### src/scd_defines.vh
// Contract
// - inputs sampled and decoded only on the rising clock edge
// - write strobe with row and column strobes picks open/close and read/write
// - row strobe low, column high, write high: row_open, bank goes active
// - row strobe low, column high, write low: precharge, bank goes idle
// - row high, column low: column access, write low is write, high read
// - all strobes low while idle loads mode register from address and bank
// - chip select high deselects; strobes all high is no-operation
// - refresh pattern with clock enable falling while idle enters self refresh
// - self refresh exits when clock enable rises; nop or deselect presented; the decoder exits on the rise whatever the command
// - active state with clock enable falling and a command other than nop or deselect enters clock suspend
// - clock enable falling with nop or deselect enters power down
// - clock suspend ends when clock enable rises; other inputs ignored
// - power down ends when clock enable rises; nop or deselect presented; the decoder ends it on the rise whatever the command
// - active with clock enable high before, mask low enables byte lane
// - mask high masks write data and disables read drive for that lane
// - data pins driven and captured on rising clock edges
// - byte masks gate read output buffers during reads
// - byte masks suppress storage of masked bytes during writes
// - precharge with auto precharge bit high closes all banks
// - byte masks act on read output with two clocks latency
// - power down entry during a burst enters clock suspend instead
`ifndef SCD_DEFINES_VH
`define SCD_DEFINES_VH
`define SCD_MODE_NORMAL   3'h0
`define SCD_MODE_SELFREF  3'h1
`define SCD_MODE_SUSPEND  3'h2
`define SCD_MODE_PWRDOWN  3'h3
`define SCD_CMD_NONE      4'h0
`define SCD_CMD_OPEN      4'h1
`define SCD_CMD_CLOSE     4'h2
`define SCD_CMD_CLOSE_ALL 4'h3
`define SCD_CMD_READ      4'h4
`define SCD_CMD_READ_AP   4'h5
`define SCD_CMD_WRITE     4'h6
`define SCD_CMD_WRITE_AP  4'h7
`define SCD_CMD_MODE      4'h8
`define SCD_CMD_REFRESH   4'h9
`define SCD_CMD_SELFREF   4'hA
`define SCD_CMD_STOP      4'hB
`define SCD_CMD_ILLEGAL   4'hF
`define SCD_AP_BIT        10
`define SCD_COL_MSB       8
`define SCD_MASK_LAT      2
`define SCD_FIFO_DEPTH    8
`define SCD_FIFO_AW       3
`endif

### src/scd_fifo.v
`timescale 1ns/1ps
// ****************************************
// small synchronous fifo
// ****************************************
module scd_fifo #(
   parameter WIDTH = 16,
   parameter DEPTH = 8,
   parameter AW    = 3
) (
   input  wire             clock,    // system clock
   input  wire             rst_n,    // async reset, low
   input  wire [WIDTH-1:0] in_data,  // write word
   input  wire             in_valid, // write offered
   output wire             in_ready, // room left
   output wire [WIDTH-1:0] out_data, // head word
   output wire             out_valid,// head valid
   input  wire             out_ready // head taken
);
   reg [WIDTH-1:0] mem [0:DEPTH-1];
   reg [AW-1:0]    wp_reg;
   reg [AW-1:0]    rp_reg;
   reg [AW:0]      cnt_reg;
   wire            push;
   wire            pop;
   reg [AW-1:0]    wp_next;
   reg [AW-1:0]    rp_next;

   assign in_ready  = (cnt_reg != DEPTH[AW:0]);
   assign out_valid = (cnt_reg != {(AW+1){1'b0}});
   assign push      = in_valid & in_ready;
   assign pop       = out_valid & out_ready;
   assign out_data  = mem[rp_reg];

   // pointer wrap
   always @* begin
      wp_next = (wp_reg == DEPTH[AW-1:0] - 1'b1) ? {AW{1'b0}} : wp_reg + 1'b1;
      rp_next = (rp_reg == DEPTH[AW-1:0] - 1'b1) ? {AW{1'b0}} : rp_reg + 1'b1;
   end

   // storage, no reset
   always @(posedge clock) begin
      if (push)
         mem[wp_reg] <= in_data;
   end

   // pointers and fill count
   always @(posedge clock or negedge rst_n) begin
      if (!rst_n) begin
         wp_reg  <= {AW{1'b0}};
         rp_reg  <= {AW{1'b0}};
         cnt_reg <= {(AW+1){1'b0}};
      end else begin
         if (push)
            wp_reg <= wp_next;
         if (pop)
            rp_reg <= rp_next;
         if (push & ~pop)
            cnt_reg <= cnt_reg + 1'b1;
         else if (pop & ~push)
            cnt_reg <= cnt_reg - 1'b1;
      end
   end
endmodule

### src/scd_decoder.v
`timescale 1ns/1ps
`include "scd_defines.vh"
// ****************************************
// command decoder top
// ****************************************
module scd_decoder (
   input  wire        clock,              // system clock
   input  wire        rst_n,              // async reset, low
   input  wire        clock_enable_now,   // clock enable pin
   input  wire        chip_select_n,      // chip select, low
   input  wire        row_strobe_n,       // row strobe, low
   input  wire        column_strobe_n,    // column strobe, low
   input  wire        write_select_n,     // write select, low
   input  wire [1:0]  bank_select,        // bank select
   input  wire [12:0] address,            // address pins
   input  wire        low_byte_mask,      // low lane mask
   input  wire        high_byte_mask,     // high lane mask
   input  wire        burst_active,       // array side: burst running
   input  wire [15:0] data_pins_in,       // data pins, in
   output reg  [15:0] data_pins_out,      // data pins, out
   output reg  [1:0]  data_pins_oe_n,     // per-lane drive, low drives
   input  wire [15:0] rd_data,            // read word from array
   input  wire        rd_valid,           // read word valid
   output wire        wr_valid,           // write word available
   input  wire        wr_ready,           // array takes write word
   output wire [15:0] wr_data,            // write word
   output wire [1:0]  wr_byte_en,         // write lane enables
   output wire        wr_in_ready,        // fifo has room
   output reg  [3:0]  cmd_code,           // decoded command
   output reg  [1:0]  cmd_bank,           // addressed bank
   output reg  [8:0]  cmd_column,         // column address
   output reg  [12:0] cmd_row,            // row or opcode
   output reg         cmd_strobe,         // one cycle per command
   output reg  [14:0] mode_value,         // mode register
   output reg  [3:0]  bank_active,        // per-bank active flags
   output reg  [2:0]  power_mode          // normal/selfref/suspend/pwrdown
);
   // ****************************************
   // input synchronisers
   // ****************************************
   reg [37:0]  s1_reg;
   reg [37:0]  s2_reg;
   wire [37:0] pins_in;
   assign pins_in = {clock_enable_now, chip_select_n, row_strobe_n, column_strobe_n,
                     write_select_n, bank_select, address, low_byte_mask,
                     high_byte_mask, data_pins_in};

   // two flops per pin, sampled on rising edge
   always @(posedge clock or negedge rst_n) begin
      if (!rst_n) begin
         s1_reg <= {38{1'b1}};
         s2_reg <= {38{1'b1}};
      end else begin
         s1_reg <= pins_in;
         s2_reg <= s1_reg;
      end
   end

   wire        cke_now;
   wire        cs_n;
   wire        ras_n;
   wire        cas_n;
   wire        we_n;
   wire [1:0]  ba;
   wire [12:0] addr;
   wire [1:0]  mask;
   wire [15:0] din;
   assign cke_now = s2_reg[37];
   assign cs_n    = s2_reg[36];
   assign ras_n   = s2_reg[35];
   assign cas_n   = s2_reg[34];
   assign we_n    = s2_reg[33];
   assign ba      = s2_reg[32:31];
   assign addr    = s2_reg[30:18];
   assign mask    = {s2_reg[16], s2_reg[17]}; // high lane, low lane
   assign din     = s2_reg[15:0];

   reg clock_enable_prev;
   always @(posedge clock or negedge rst_n) begin
      if (!rst_n)
         clock_enable_prev <= 1'b1;
      else
         clock_enable_prev <= cke_now;
   end

   // ****************************************
   // command decode
   // ****************************************
   reg [3:0] cmd_next;
   reg [2:0] mode_next;
   reg       bank_is_active;
   reg       all_idle;
   reg       desel_or_nop;
   reg       cke_fall;
   reg       cke_rise;

   // pattern decode and legality
   always @* begin
      bank_is_active = bank_active[ba];
      all_idle       = (bank_active == 4'h0);
      desel_or_nop   = cs_n | (ras_n & cas_n & we_n);
      cke_fall       = clock_enable_prev & ~cke_now;
      cke_rise       = ~clock_enable_prev & cke_now;
      cmd_next       = `SCD_CMD_NONE;
      mode_next      = power_mode;
      case (power_mode)
         `SCD_MODE_NORMAL: begin
            if (cke_fall) begin
               if (~cs_n & ~ras_n & ~cas_n & we_n & all_idle) begin
                  cmd_next  = `SCD_CMD_SELFREF;
                  mode_next = `SCD_MODE_SELFREF;
               end else if (burst_active | (~desel_or_nop & ~all_idle))
                  mode_next = `SCD_MODE_SUSPEND;
               else if (desel_or_nop)
                  mode_next = `SCD_MODE_PWRDOWN;
            end else if (clock_enable_prev & ~cs_n) begin
               case ({ras_n, cas_n, we_n})
                  3'h3: cmd_next = bank_is_active ? `SCD_CMD_ILLEGAL
                                                   : `SCD_CMD_OPEN;
                  3'h2: cmd_next = addr[`SCD_AP_BIT] ? `SCD_CMD_CLOSE_ALL
                                                      : `SCD_CMD_CLOSE;
                  3'h5: cmd_next = !bank_is_active ? `SCD_CMD_ILLEGAL :
                                   addr[`SCD_AP_BIT] ? `SCD_CMD_READ_AP
                                                     : `SCD_CMD_READ;
                  3'h4: cmd_next = !bank_is_active ? `SCD_CMD_ILLEGAL :
                                   addr[`SCD_AP_BIT] ? `SCD_CMD_WRITE_AP
                                                     : `SCD_CMD_WRITE;
                  3'h0: cmd_next = all_idle ? `SCD_CMD_MODE : `SCD_CMD_ILLEGAL;
                  3'h1: cmd_next = (all_idle & cke_now) ? `SCD_CMD_REFRESH
                                                        : `SCD_CMD_ILLEGAL;
                  3'h6: cmd_next = burst_active ? `SCD_CMD_STOP
                                                : `SCD_CMD_ILLEGAL;
                  default: cmd_next = `SCD_CMD_NONE;
               endcase
            end
         end
         `SCD_MODE_SELFREF: begin
            if (cke_rise)
               mode_next = `SCD_MODE_NORMAL;
         end
         `SCD_MODE_SUSPEND: begin
            if (cke_rise)
               mode_next = `SCD_MODE_NORMAL;
         end
         `SCD_MODE_PWRDOWN: begin
            if (cke_rise)
               mode_next = `SCD_MODE_NORMAL;
         end
         default: mode_next = `SCD_MODE_NORMAL;
      endcase
   end

   // command outputs, bank flags, mode register
   always @(posedge clock or negedge rst_n) begin
      if (!rst_n) begin
         cmd_code    <= `SCD_CMD_NONE;
         cmd_bank    <= 2'h0;
         cmd_column  <= 9'h000;
         cmd_row     <= 13'h0000;
         cmd_strobe  <= 1'b0;
         mode_value  <= 15'h0000;
         bank_active <= 4'h0;
         power_mode  <= `SCD_MODE_NORMAL;
      end else begin
         power_mode <= mode_next;
         cmd_code   <= cmd_next;
         cmd_strobe <= (cmd_next != `SCD_CMD_NONE);
         cmd_bank   <= ba;
         cmd_column <= addr[`SCD_COL_MSB:0];
         cmd_row    <= addr;
         case (cmd_next)
            `SCD_CMD_OPEN:      bank_active[ba] <= 1'b1;
            `SCD_CMD_CLOSE:     bank_active[ba] <= 1'b0;
            `SCD_CMD_CLOSE_ALL: bank_active     <= 4'h0;
            `SCD_CMD_MODE:      mode_value      <= {ba, addr};
            default: ;
         endcase
      end
   end

   // ****************************************
   // byte masks and data path
   // ****************************************
   reg        lane_ok;
   reg [1:0]  mask_d1_reg;
   reg [1:0]  mask_d2_reg;

   // masks delayed two clocks for read drive
   always @(posedge clock or negedge rst_n) begin
      if (!rst_n) begin
         mask_d1_reg <= 2'h3;
         mask_d2_reg <= 2'h3;
      end else begin
         mask_d1_reg <= mask;
         mask_d2_reg <= mask_d1_reg;
      end
   end

   always @* begin
      lane_ok = clock_enable_prev & (power_mode == `SCD_MODE_NORMAL);
   end

   // read drive per lane
   always @(posedge clock or negedge rst_n) begin
      if (!rst_n) begin
         data_pins_out  <= 16'h0000;
         data_pins_oe_n <= 2'h3;
      end else begin
         data_pins_out  <= rd_data;
         data_pins_oe_n <= (rd_valid & lane_ok) ? mask_d2_reg : 2'h3;
      end
   end

   // write path through fifo, lanes masked
   wire        wr_push;
   wire [17:0] fifo_out;
   assign wr_push = lane_ok & (mask != 2'h3);
   scd_fifo #(
      .WIDTH (18),
      .DEPTH (`SCD_FIFO_DEPTH),
      .AW    (`SCD_FIFO_AW)
   ) u_fifo (
      .clock     (clock),
      .rst_n     (rst_n),
      .in_data   ({~mask, din}),
      .in_valid  (wr_push),
      .in_ready  (wr_in_ready),
      .out_data  (fifo_out),
      .out_valid (wr_valid),
      .out_ready (wr_ready)
   );
   assign wr_data    = fifo_out[15:0];
   assign wr_byte_en = fifo_out[17:16];
endmodule

### config.mk
export PLATFORM = sky130hd
export DESIGN_NAME = scd_decoder
export DESIGN_NICKNAME = d
export VERILOG_FILES = /design/src/scd_fifo.v /design/src/scd_decoder.v
export VERILOG_INCLUDE_DIRS = /design/src /design/src/src
export SDC_FILE = /design/constraint.sdc
export NUM_CORES = 1
export LEC_CHECK = 0
export BUFFER_PORTS_ARGS = -buffer_cell sky130_fd_sc_hd__buf_4
export CAP_MARGIN = 20
export CORE_AREA = 2 2 143 145
export CTS_CLUSTER_DIAMETER = 30
export DETAILED_ROUTE_END_ITERATION = 8
export DIE_AREA = 0 0 145 147
export PLACE_DENSITY = 0.76
export SYNTH_ARGS = -nofsm -noshare
export SYNTH_HDL_FRONTEND = slang
export SYNTH_HIERARCHICAL = 1
export SYNTH_SLANG_ARGS = --single-unit
export TNS_END_PERCENT = 30
### constraint.sdc
create_clock -name clock -period 9.16 [get_ports clock]
set_clock_uncertainty 0.05 [all_clocks]
set_input_delay 1.832 -clock clock [delete_from_list [all_inputs] [get_ports clock]]
set_output_delay 1.832 -clock clock [all_outputs]
set_load 0.01 [all_outputs]
==> results of run 1 <==
## kinds of logic after synthesis
kind of cell               count (synthesis)  synth area share
DFF                                      294             0.761
muxes                                     80             0.136
and+or+nand+nor                           63            0.0356
AOI/OAI and AO/OA                         45            0.0323
buffers and inverters                     38            0.0233
adders and majority gates                  8            0.0100
xor gates and xnor gates                   2           0.00163
other                                      1          0.000349
## path summary, 6_finish.rpt
check	from	endpoint	slack, ns	depth (start not counted)
min	s1_reg[4]	s2_reg[4]	0.30	0
max reg2reg	clock_enable_prev	u_fifo/cnt_reg[3]	5.79	10
min reg2reg	s1_reg[4]	s2_reg[4]	0.30	0
min in group asynchronous	rst_n	cmd_row[9]	1.25	1
max	u_fifo/rp_reg[0]	wr_data[14]	4.66	4
max in group asynchronous	rst_n	s2_reg[0]	6.54	3
## stage by stage
stage / total power [mW] / hold slack (ns) / worst slack [ns]
3_5_place_dp: 2.44 / 0.297 / 5.19
6_report: 4.17 / 0.298 / 4.66
5_1_grt: 4.34 / 0.301 / 4.52
4_1_cts: 4.22 / 0.302 / 4.62
2_1_floorplan: 2.16 / 0.295 / 5.58
3_3_place_gp: 2.40 / 0.296 / 5.25
## routing by layer
layer	global-route usage	wire [um]
met4	0.0470	324
met3	0.0658	1730
met5	0	0
met1	0.248	7940
met2	0.351	11000
## power groups by stage
stage / clock (mW) / combinational, mW / sequential (mW)
3_3_place_gp: 0 / 0.784 / 1.62
6_report: 1.75 / 0.803 / 1.61
5_1_grt: 1.85 / 0.867 / 1.62
4_1_cts: 1.79 / 0.817 / 1.61
3_5_place_dp: 0 / 0.810 / 1.63
2_1_floorplan: 0 / 0.549 / 1.61
## Yosys cell counts (all sizes together) (2+ instances only)
library cell / count / area [um^2]
a21boi: 3 / 22.5
a21oi: 7 / 38.8
a31oi: 6 / 37.5
buf: 21 / 176
clkbuf: 7 / 36.3
dfrtp: 67 / 1680
dfstp: 83 / 2180
edfxtp: 144 / 4320
ha: 7 / 87.6
inv: 10 / 37.5
mux2: 38 / 533
mux2i: 5 / 50.1
mux4: 37 / 878
nand2: 14 / 60.1
nand2b: 6 / 37.5
nand3: 5 / 25.0
nand3b: 3 / 22.5
nor2: 9 / 33.8
nor2b: 4 / 25.0
nor3: 9 / 45.0
nor3b: 2 / 15.0
nor4: 3 / 48.8
o211ai: 2 / 15.0
o21ai: 11 / 55.1
o41ai: 2 / 36.3
or3b: 2 / 17.5
or4: 3 / 26.3
xnor2: 2 / 17.5
## critical path, stage by stage, from the launching register on
cell	delay [ns]
dfrtp_2	0.42
buf_4	0.56
mux4_1	0.66
mux2_4	0.29
buf_4	0.14
## final cells by class
type                    count  area (um^2)  share of cell area
flip-flops and latches    294         8180               0.595
clock buffers              59         1300              0.0947
repair buffers            160         1220              0.0886
inverters                  10         37.5             0.00273
clock inverters            30          323              0.0235
well taps                 270          338              0.0246
multi-input cells         199         2350               0.171
==> flow_summary.ini, run 1 <==
[synth]
synth_edf_count = 144
synth_cell_types = 62
ys_warn_count = 6
ys_ff_latch = 294
synthFlopType = edfxtp_1
synth-seq-area-share = 0.761
async_flop_share = 0.510
syn-num-nets = 598
synth.avg_cell_area_um2 = 20.3
netlist_instances = 531
syn-cell-area_um2 = 10800

[placed_design]
port_buffers = 146
place_area_um2 = 12100
hpwlAfterDp_mm = 12.1
place.gp.congestion = 0.831
place_inst = 932

[final_layout]
fillers = 1255
area_growth_pct = 27.9
layout.nets = 780
diodes = 0
final_cell_area_um2 = 13700
stdcell_count = 1022
fin_util = 0.693
largest_reg_flops = 144
final_cell_mix = 158 x buf_4, 144 x edfxtp_1, 83 x dfstp_2, 66 x dfrtp_1, 48 x clkbuf_16
mostFrequentLayoutCell = buf_4
drive_gt1_frac = 0.536

[pwr]
p_int_mw = 3.10
irDropWorstVdd_mv = 0.147
power.switching_mw = 1.06
combPwrFrac = 0.193
sequentialPowerShare = 0.386
switching_share = 0.255
p_per_area_nw_per_um2 = 303
clock_power_share = 0.421
p_leak_nw = 5.43

[floorplan]
fp.dieW_um = 145
io-pin-count = 148
rows = 52
die_h_um = 147
start_util = 0.542
core_area_um2 = 19800
fp.dieArea_um2 = 21300

[grt]
grt_max_degree = 87
grt_remaining_overflow = 0
grt_pass1_wl_mm = 33.2
antenna_found_initial = 0
grt_pass1_vias = 5944
grt_use_total = 0.201

[clock_network]
cts-buffers-inserted = 48
cts-root-buf = clkbuf_16
cts_sinks = 294
worstSkewPairLatency_ns = 0.52
holdBufCountCts = 0
postCtsSetupBuffers = 0
h-tree-depth = 2
cts.clk_slew.worst_paths_ns = 0.05
postCtsResizedCells = 0
cts_buffer_depth = 3
cts_tree = done

[drt]
drcViolationCount = 0
via_per_inst = 5.38
post_drt_wl_per_cell_um = 20.5
drt-initial-drc-count = 249
first_pass_iters = 5
drt-total-wl_mm = 21.0
via_count = 5498
ant_nets = 0

[timing]
hold_violations = 0
worst_slew_pin_slew_ns = 0.711
rsz0062_at_grt = false
period_share = 0.491
setup_viol = 0
slew_viol_final = 0
fmax_mhz = 222
setup_tns_ns = 0
slew_headroom = 0.525
post-route-min-period_ns = 4.50

[worst_hold_path]
hold_path.class = reg2reg

[worst_setup_path]
start_kind = flip-flop
crit_fanout = 34
critPathKind = reg2out
cp.required_ns = 7.28
end_kind = output pin
arrival_ns = 2.62

[job]
max-cap-violations = 0

[outcome]
status = finished clean
(Power assumes the default switching activity.)
==> inputs of run 2 (changes only) <==
ABC_AREA = 1   (was unset)
CORE_AREA = 2 2 152 154   (was 2 2 143 145)
DIE_AREA = 0 0 154 156   (was 0 0 145 147)
PLACE_DENSITY = 0.75   (was 0.76)
clock period = 3.7 ns   (was 9.16 ns; I/O delays follow)
==> flow_summary.ini, run 2 <==
[grt]
grt_max_degree = 82
grt_pass1_vias = 7564
grt_pass1_wl_mm = 37.2
grt_use_total = 0.196
grt_remaining_overflow = 0
antenna_found_initial = 0

[floorplan]
core_area_um2 = 22400
io-pin-count = 148
rows = 55
die_h_um = 156
fp.dieArea_um2 = 24000
fp.dieW_um = 154
start_util = 0.512

[final_layout]
final_cell_mix = 305 x nand2_1, 169 x nor2_1, 159 x buf_4, 144 x edfxtp_1, 105 x inv_1
diodes = 0
layout.nets = 1277
area_growth_pct = 28.8
regArea_um2 = 8190
mostFrequentLayoutCell = nand2_1
drive_gt1_frac = 0.313
multi_input_area_um2 = 2580
final_cell_area_um2 = 14800
fillers = 1590
largest_reg_flops = 144

[drt]
first_pass_iters = 5
ant_nets = 0
via_count = 7467
via_per_inst = 4.85
drcViolationCount = 0
drt-initial-drc-count = 481
drt-total-wl_mm = 23.1
post_drt_wl_per_cell_um = 15.0

[synth]
ys_ff_latch = 294
synth_xor_area_frac = 0.00153
synth.area.top_cells = edfxtp_1 38%, dfstp_2 19%, dfrtp_1 15%, nand2_1 10%, nor2_1 5.5%
synth_top_cell_by_area = edfxtp_1
muxShareOfSynthArea = 0
netlist_instances = 1031
synth_fa_ha_area_frac = 0.00940
syn-num-nets = 1098
async_flop_share = 0.510
syn-cell-area_um2 = 11500
synth.avg_cell_area_um2 = 11.1
ys_warn_count = 6
synth_top_area_frac = 0.378
synth-seq-area-share = 0.714
synth_top_family_by_area = simple AND/OR/NAND/NOR gates
synth_edf_count = 144
synth-compound-area-share = 0.0121
synthFlopType = edfxtp_1
synth_cell_types = 39
yosysMostFrequentCell = nand2_1
synth_commonest_cells = 305 x nand2_1, 169 x nor2_1, 144 x edfxtp_1, 105 x inv_1, 83 x dfstp_2
synth_simple_gate_area_share = 0.198

[timing]
worst_slew_pin_slew_ns = 0.771
setup_viol = 0
post-route-min-period_ns = 2.99
setup_tns_ns = 0
rsz0062_at_grt = false
fmax_mhz = 335
hold_violations = 0
period_share = 0.807
worst_slack_ns = 0.714
slew_headroom = 0.483
slew_viol_final = 0
hold_ws_ns = 0.181

[job]
max-cap-violations = 0

[placed_design]
place.gp.congestion = 0.833
dp_slack_ns = 0.838
place_area_um2 = 12800
port_buffers = 146
hpwlAfterDp_mm = 13.8

[clock_network]
cts_buffer_depth = 3
worstSkewPairLatency_ns = 0.54
postCtsSetupBuffers = 0
cts_sinks = 294
cts-root-buf = clkbuf_16
postCtsResizedCells = 0
cts_tree = done
cts.clk_slew.worst_paths_ns = 0.06
cts-buffers-inserted = 55
holdBufCountCts = 0
h-tree-depth = 2

[worst_setup_path]
cp-startpoint = u_fifo/rp_reg[0]
critPathKind = reg2out
ff2ff_path_depth = 13
arrival_ns = 2.20
cpLargestDelayFamily = buffers and inverters
path_cells = buf_4, nor2_1, nor2_1, nand2_1, nand2_1, nand2_1, nand2_1, buf_4
crit_top_cell = nand2_1
crit-reg2reg-launch = power_mode[1]
reg2reg_slack_ns = 0.78
slowest_stage = dfrtp_4
endpoint = wr_data[8]
critical_path_buf_inv_count = 2
max_stage_delay_ns = 0.55
end_kind = output pin
crit_fanout = 45
cp.required_ns = 2.91
start_kind = flip-flop
crit_cells = 8
r2r_end = u_fifo/cnt_reg[3]

[pwr]
p_leak_nw = 6.73
irDropWorstVdd_mv = 0.604
p_per_area_nw_per_um2 = 824

[worst_hold_path]
hold_path.class = in2async

[outcome]
status = finished clean
-- run 2: worst min-delay path by stage --
stage,slack (ns),depth (start not counted),end,start
finish,0.18,1,mode_value[6],rst_n
global route,0.23,1,mode_value[6],rst_n
CTS,0.20,1,mode_value[6],rst_n
detailed placement,0.30,0,s2_reg[24],s1_reg[24]
global placement,0.30,0,s2_reg[35],s1_reg[35]
floorplan,0.30,0,mask_d2_reg[0],mask_d1_reg[0]
-- run 2: kinds of logic after synthesis --
logic type | count (synthesis)
simple gates | 553
buf+inv | 152
flops | 294
compound gates | 21
xor+xnor | 2
other cells | 1
fa+ha+maj | 8
-- run 2: routing by layer --
layer	vias to the layer above	global-route usage	wire, um
met5	-	0	0
met4	0	0.0694	531
met3	48	0.0547	1920
met2	255	0.335	11500
met1	3559	0.239	9170
li1	3605	-	-
-- run 2: stage by stage --
step,std cells,utilization,power [mW]
floorplan,1031,-,6.01
global placement,1438,0.572,6.94
detailed placement,1438,0.572,7.02
CTS,1540,0.660,12.3
global route,1540,0.660,12.8
finish,1540,0.660,12.2
-- run 2: final cells by class --
class,instances,area share
Clock buffer,62,0.0994
Inverter,112,0.0288
Clock inverter,40,0.0334
Multi-Input combinational cell,585,0.175
Timing Repair Buffer,162,0.0844
Tap cell,285,0.0242
Sequential cell,294,0.555
-- run 2: where the power goes --
group	internal, mW	switching [mW]	total, mW
Clock	3.40	1.75	5.16
Sequential	3.84	0.261	4.10
Combinational	1.10	1.79	2.89
==> inputs of run 3 (changes only) <==
CORE_AREA = 2 2 148 150   (was 2 2 152 154)
DIE_AREA = 0 0 150 152   (was 0 0 154 156)
clock period = 3.1 ns   (was 3.7 ns; I/O delays follow)
==> flow_summary.ini, run 3 (same netlist as run 2, synthesis figures left out) <==
[outcome]
status = finished clean

[timing]
hold_ws_ns = 0.127
post-route-min-period_ns = 2.81
setup_tns_ns = 0
worst_slew_pin_slew_ns = 0.744
rsz0062_at_grt = false
hold_violations = 0
fmax_mhz = 355
slew_headroom = 0.501
slew_viol_final = 0
period_share = 0.907
setup_viol = 0

[final_layout]
final_cell_mix = 305 x nand2_1, 169 x nor2_1, 160 x buf_4, 144 x edfxtp_1, 105 x inv_1
multi_input_area_um2 = 2580
diodes = 0
fillers = 1525
area_growth_pct = 28.4
layout.nets = 1279
largest_reg_flops = 144
drive_gt1_frac = 0.307
final_cell_area_um2 = 14700
mostFrequentLayoutCell = nand2_1
regArea_um2 = 8190

[grt]
grt_remaining_overflow = 0
grt_use_total = 0.205
grt_pass1_vias = 7451
grt_max_degree = 67
grt_pass1_wl_mm = 36.6
antenna_found_initial = 0

[clock_network]
h-tree-depth = 2
worstSkewPairLatency_ns = 0.54
cts_buffer_depth = 3
cts.clk_slew.worst_paths_ns = 0.05
cts_sinks = 294
cts_tree = done
cts-buffers-inserted = 54
cts-root-buf = clkbuf_16
postCtsResizedCells = 0

[worst_setup_path]
max_stage_delay_ns = 0.68
r2r_end = u_fifo/cnt_reg[3]
path_cells = buf_4, nor2_1, nor2_1, nand2_1, nand2_1, nand2_1, nand2_1, buf_4
start_kind = flip-flop
end_kind = output pin
crit_fanout = 33
ff2ff_path_depth = 13
slowest_stage = dfrtp_4
critPathKind = reg2out
reg2reg_slack_ns = 0.64
crit-reg2reg-launch = power_mode[1]
crit_top_cell = nand2_1
arrival_ns = 2.14
cp.required_ns = 2.43

[drt]
first_pass_iters = 5
drcViolationCount = 0
via_per_inst = 4.85
drt-initial-drc-count = 406
post_drt_wl_per_cell_um = 14.9
ant_nets = 0
via_count = 7453
drt-total-wl_mm = 22.8

[placed_design]
port_buffers = 146
hpwlAfterDp_mm = 13.2
place_area_um2 = 12800
place.gp.congestion = 0.829

[floorplan]
fp.dieArea_um2 = 22800
io-pin-count = 148
fp.dieW_um = 150
rows = 54
start_util = 0.536
core_area_um2 = 21400
die_h_um = 152

[pwr]
p_per_area_nw_per_um2 = 968
irDropWorstVdd_mv = 0.594
p_leak_nw = 6.73
finalPower_mw = 14.2

[job]
max-cap-violations = 0

[worst_hold_path]
whs_path_depth = 1
hold_path.class = in2reg
hold_end = s1_reg[18]
min-delay-start = address[0]
[run 3: cell types whose count changed in the layout (fill, tap and decap cells not counted), moves of 2 or more]
cell,previous run,this run
clkbuf_1,4,8
clkbuf_16,58,56
inv_8,6,0
clkinv_2,2,10
clkinv_1,1,6
inv_6,8,4
clkinvlp_4,9,3
[run 3: critical path, delay by kind of cell (launching register included)]
family	cells	cell delay, ns
flops	1	0.68
simple gates	6	0.48
buf+inv	2	0.43
[run 3: layout make-up]
cell class,count,share of cell area
Inverter,112,0.0289
Timing Repair Buffer,165,0.0872
Clock buffer,64,0.0974
Clock inverter,38,0.0305
Sequential cell,294,0.557
Multi-Input combinational cell,585,0.175
Tap cell,280,0.0238
[run 3: per-layer routing]
layer  global-route usage  vias to the layer above  wire, um
met4               0.0836                        0       599
met3               0.0589                       52      1840
met2                0.342                      280     11400
li1                     -                     3610         -
met1                0.252                     3511      9040
met5                    0                        -         0
[run 3: worst max path at each step]
stage	from	end	cells after the start
CTS	u_fifo/rp_reg[0]	wr_data[1]	8
detailed placement	u_fifo/rp_reg[0]	wr_data[10]	8
finish	u_fifo/rp_reg[0]	wr_data[1]	8
global placement	u_fifo/rp_reg[0]	wr_data[9]	8
floorplan	power_mode[1]	u_fifo/mem[6][0]	6
global route	u_fifo/rp_reg[0]	wr_data[1]	8
[run 3: where the power goes]
| group | internal, mW | leakage [nW] | total [mW] | switching (mW) |
|---|---|---|---|---|
| Sequential | 4.59 | 2.98 | 4.94 | 0.348 |
| Combinational | 1.33 | 2.84 | 3.41 | 2.07 |
| Clock | 3.98 | 0.917 | 5.89 | 1.91 |
[run 3: per-stage QoR]
stage / instances / setup slack [ns] / utilization
after floorplan: 1031 / 0.186 / -
after detailed placement: 1434 / 0.669 / 0.599
after global routing: 1538 / 0.0934 / 0.689
after CTS: 1537 / 0.0953 / 0.688
final: 1538 / 0.287 / 0.689
after global placement: 1434 / 0.730 / 0.599
[run 3: what timing repair did]
item | in CTS | in global routing
hold buffers | 1 | 0
buffers inserted | 0 | 1
setup endpoints to repair | 0 | 11
hold endpoints to repair | 25 | 0
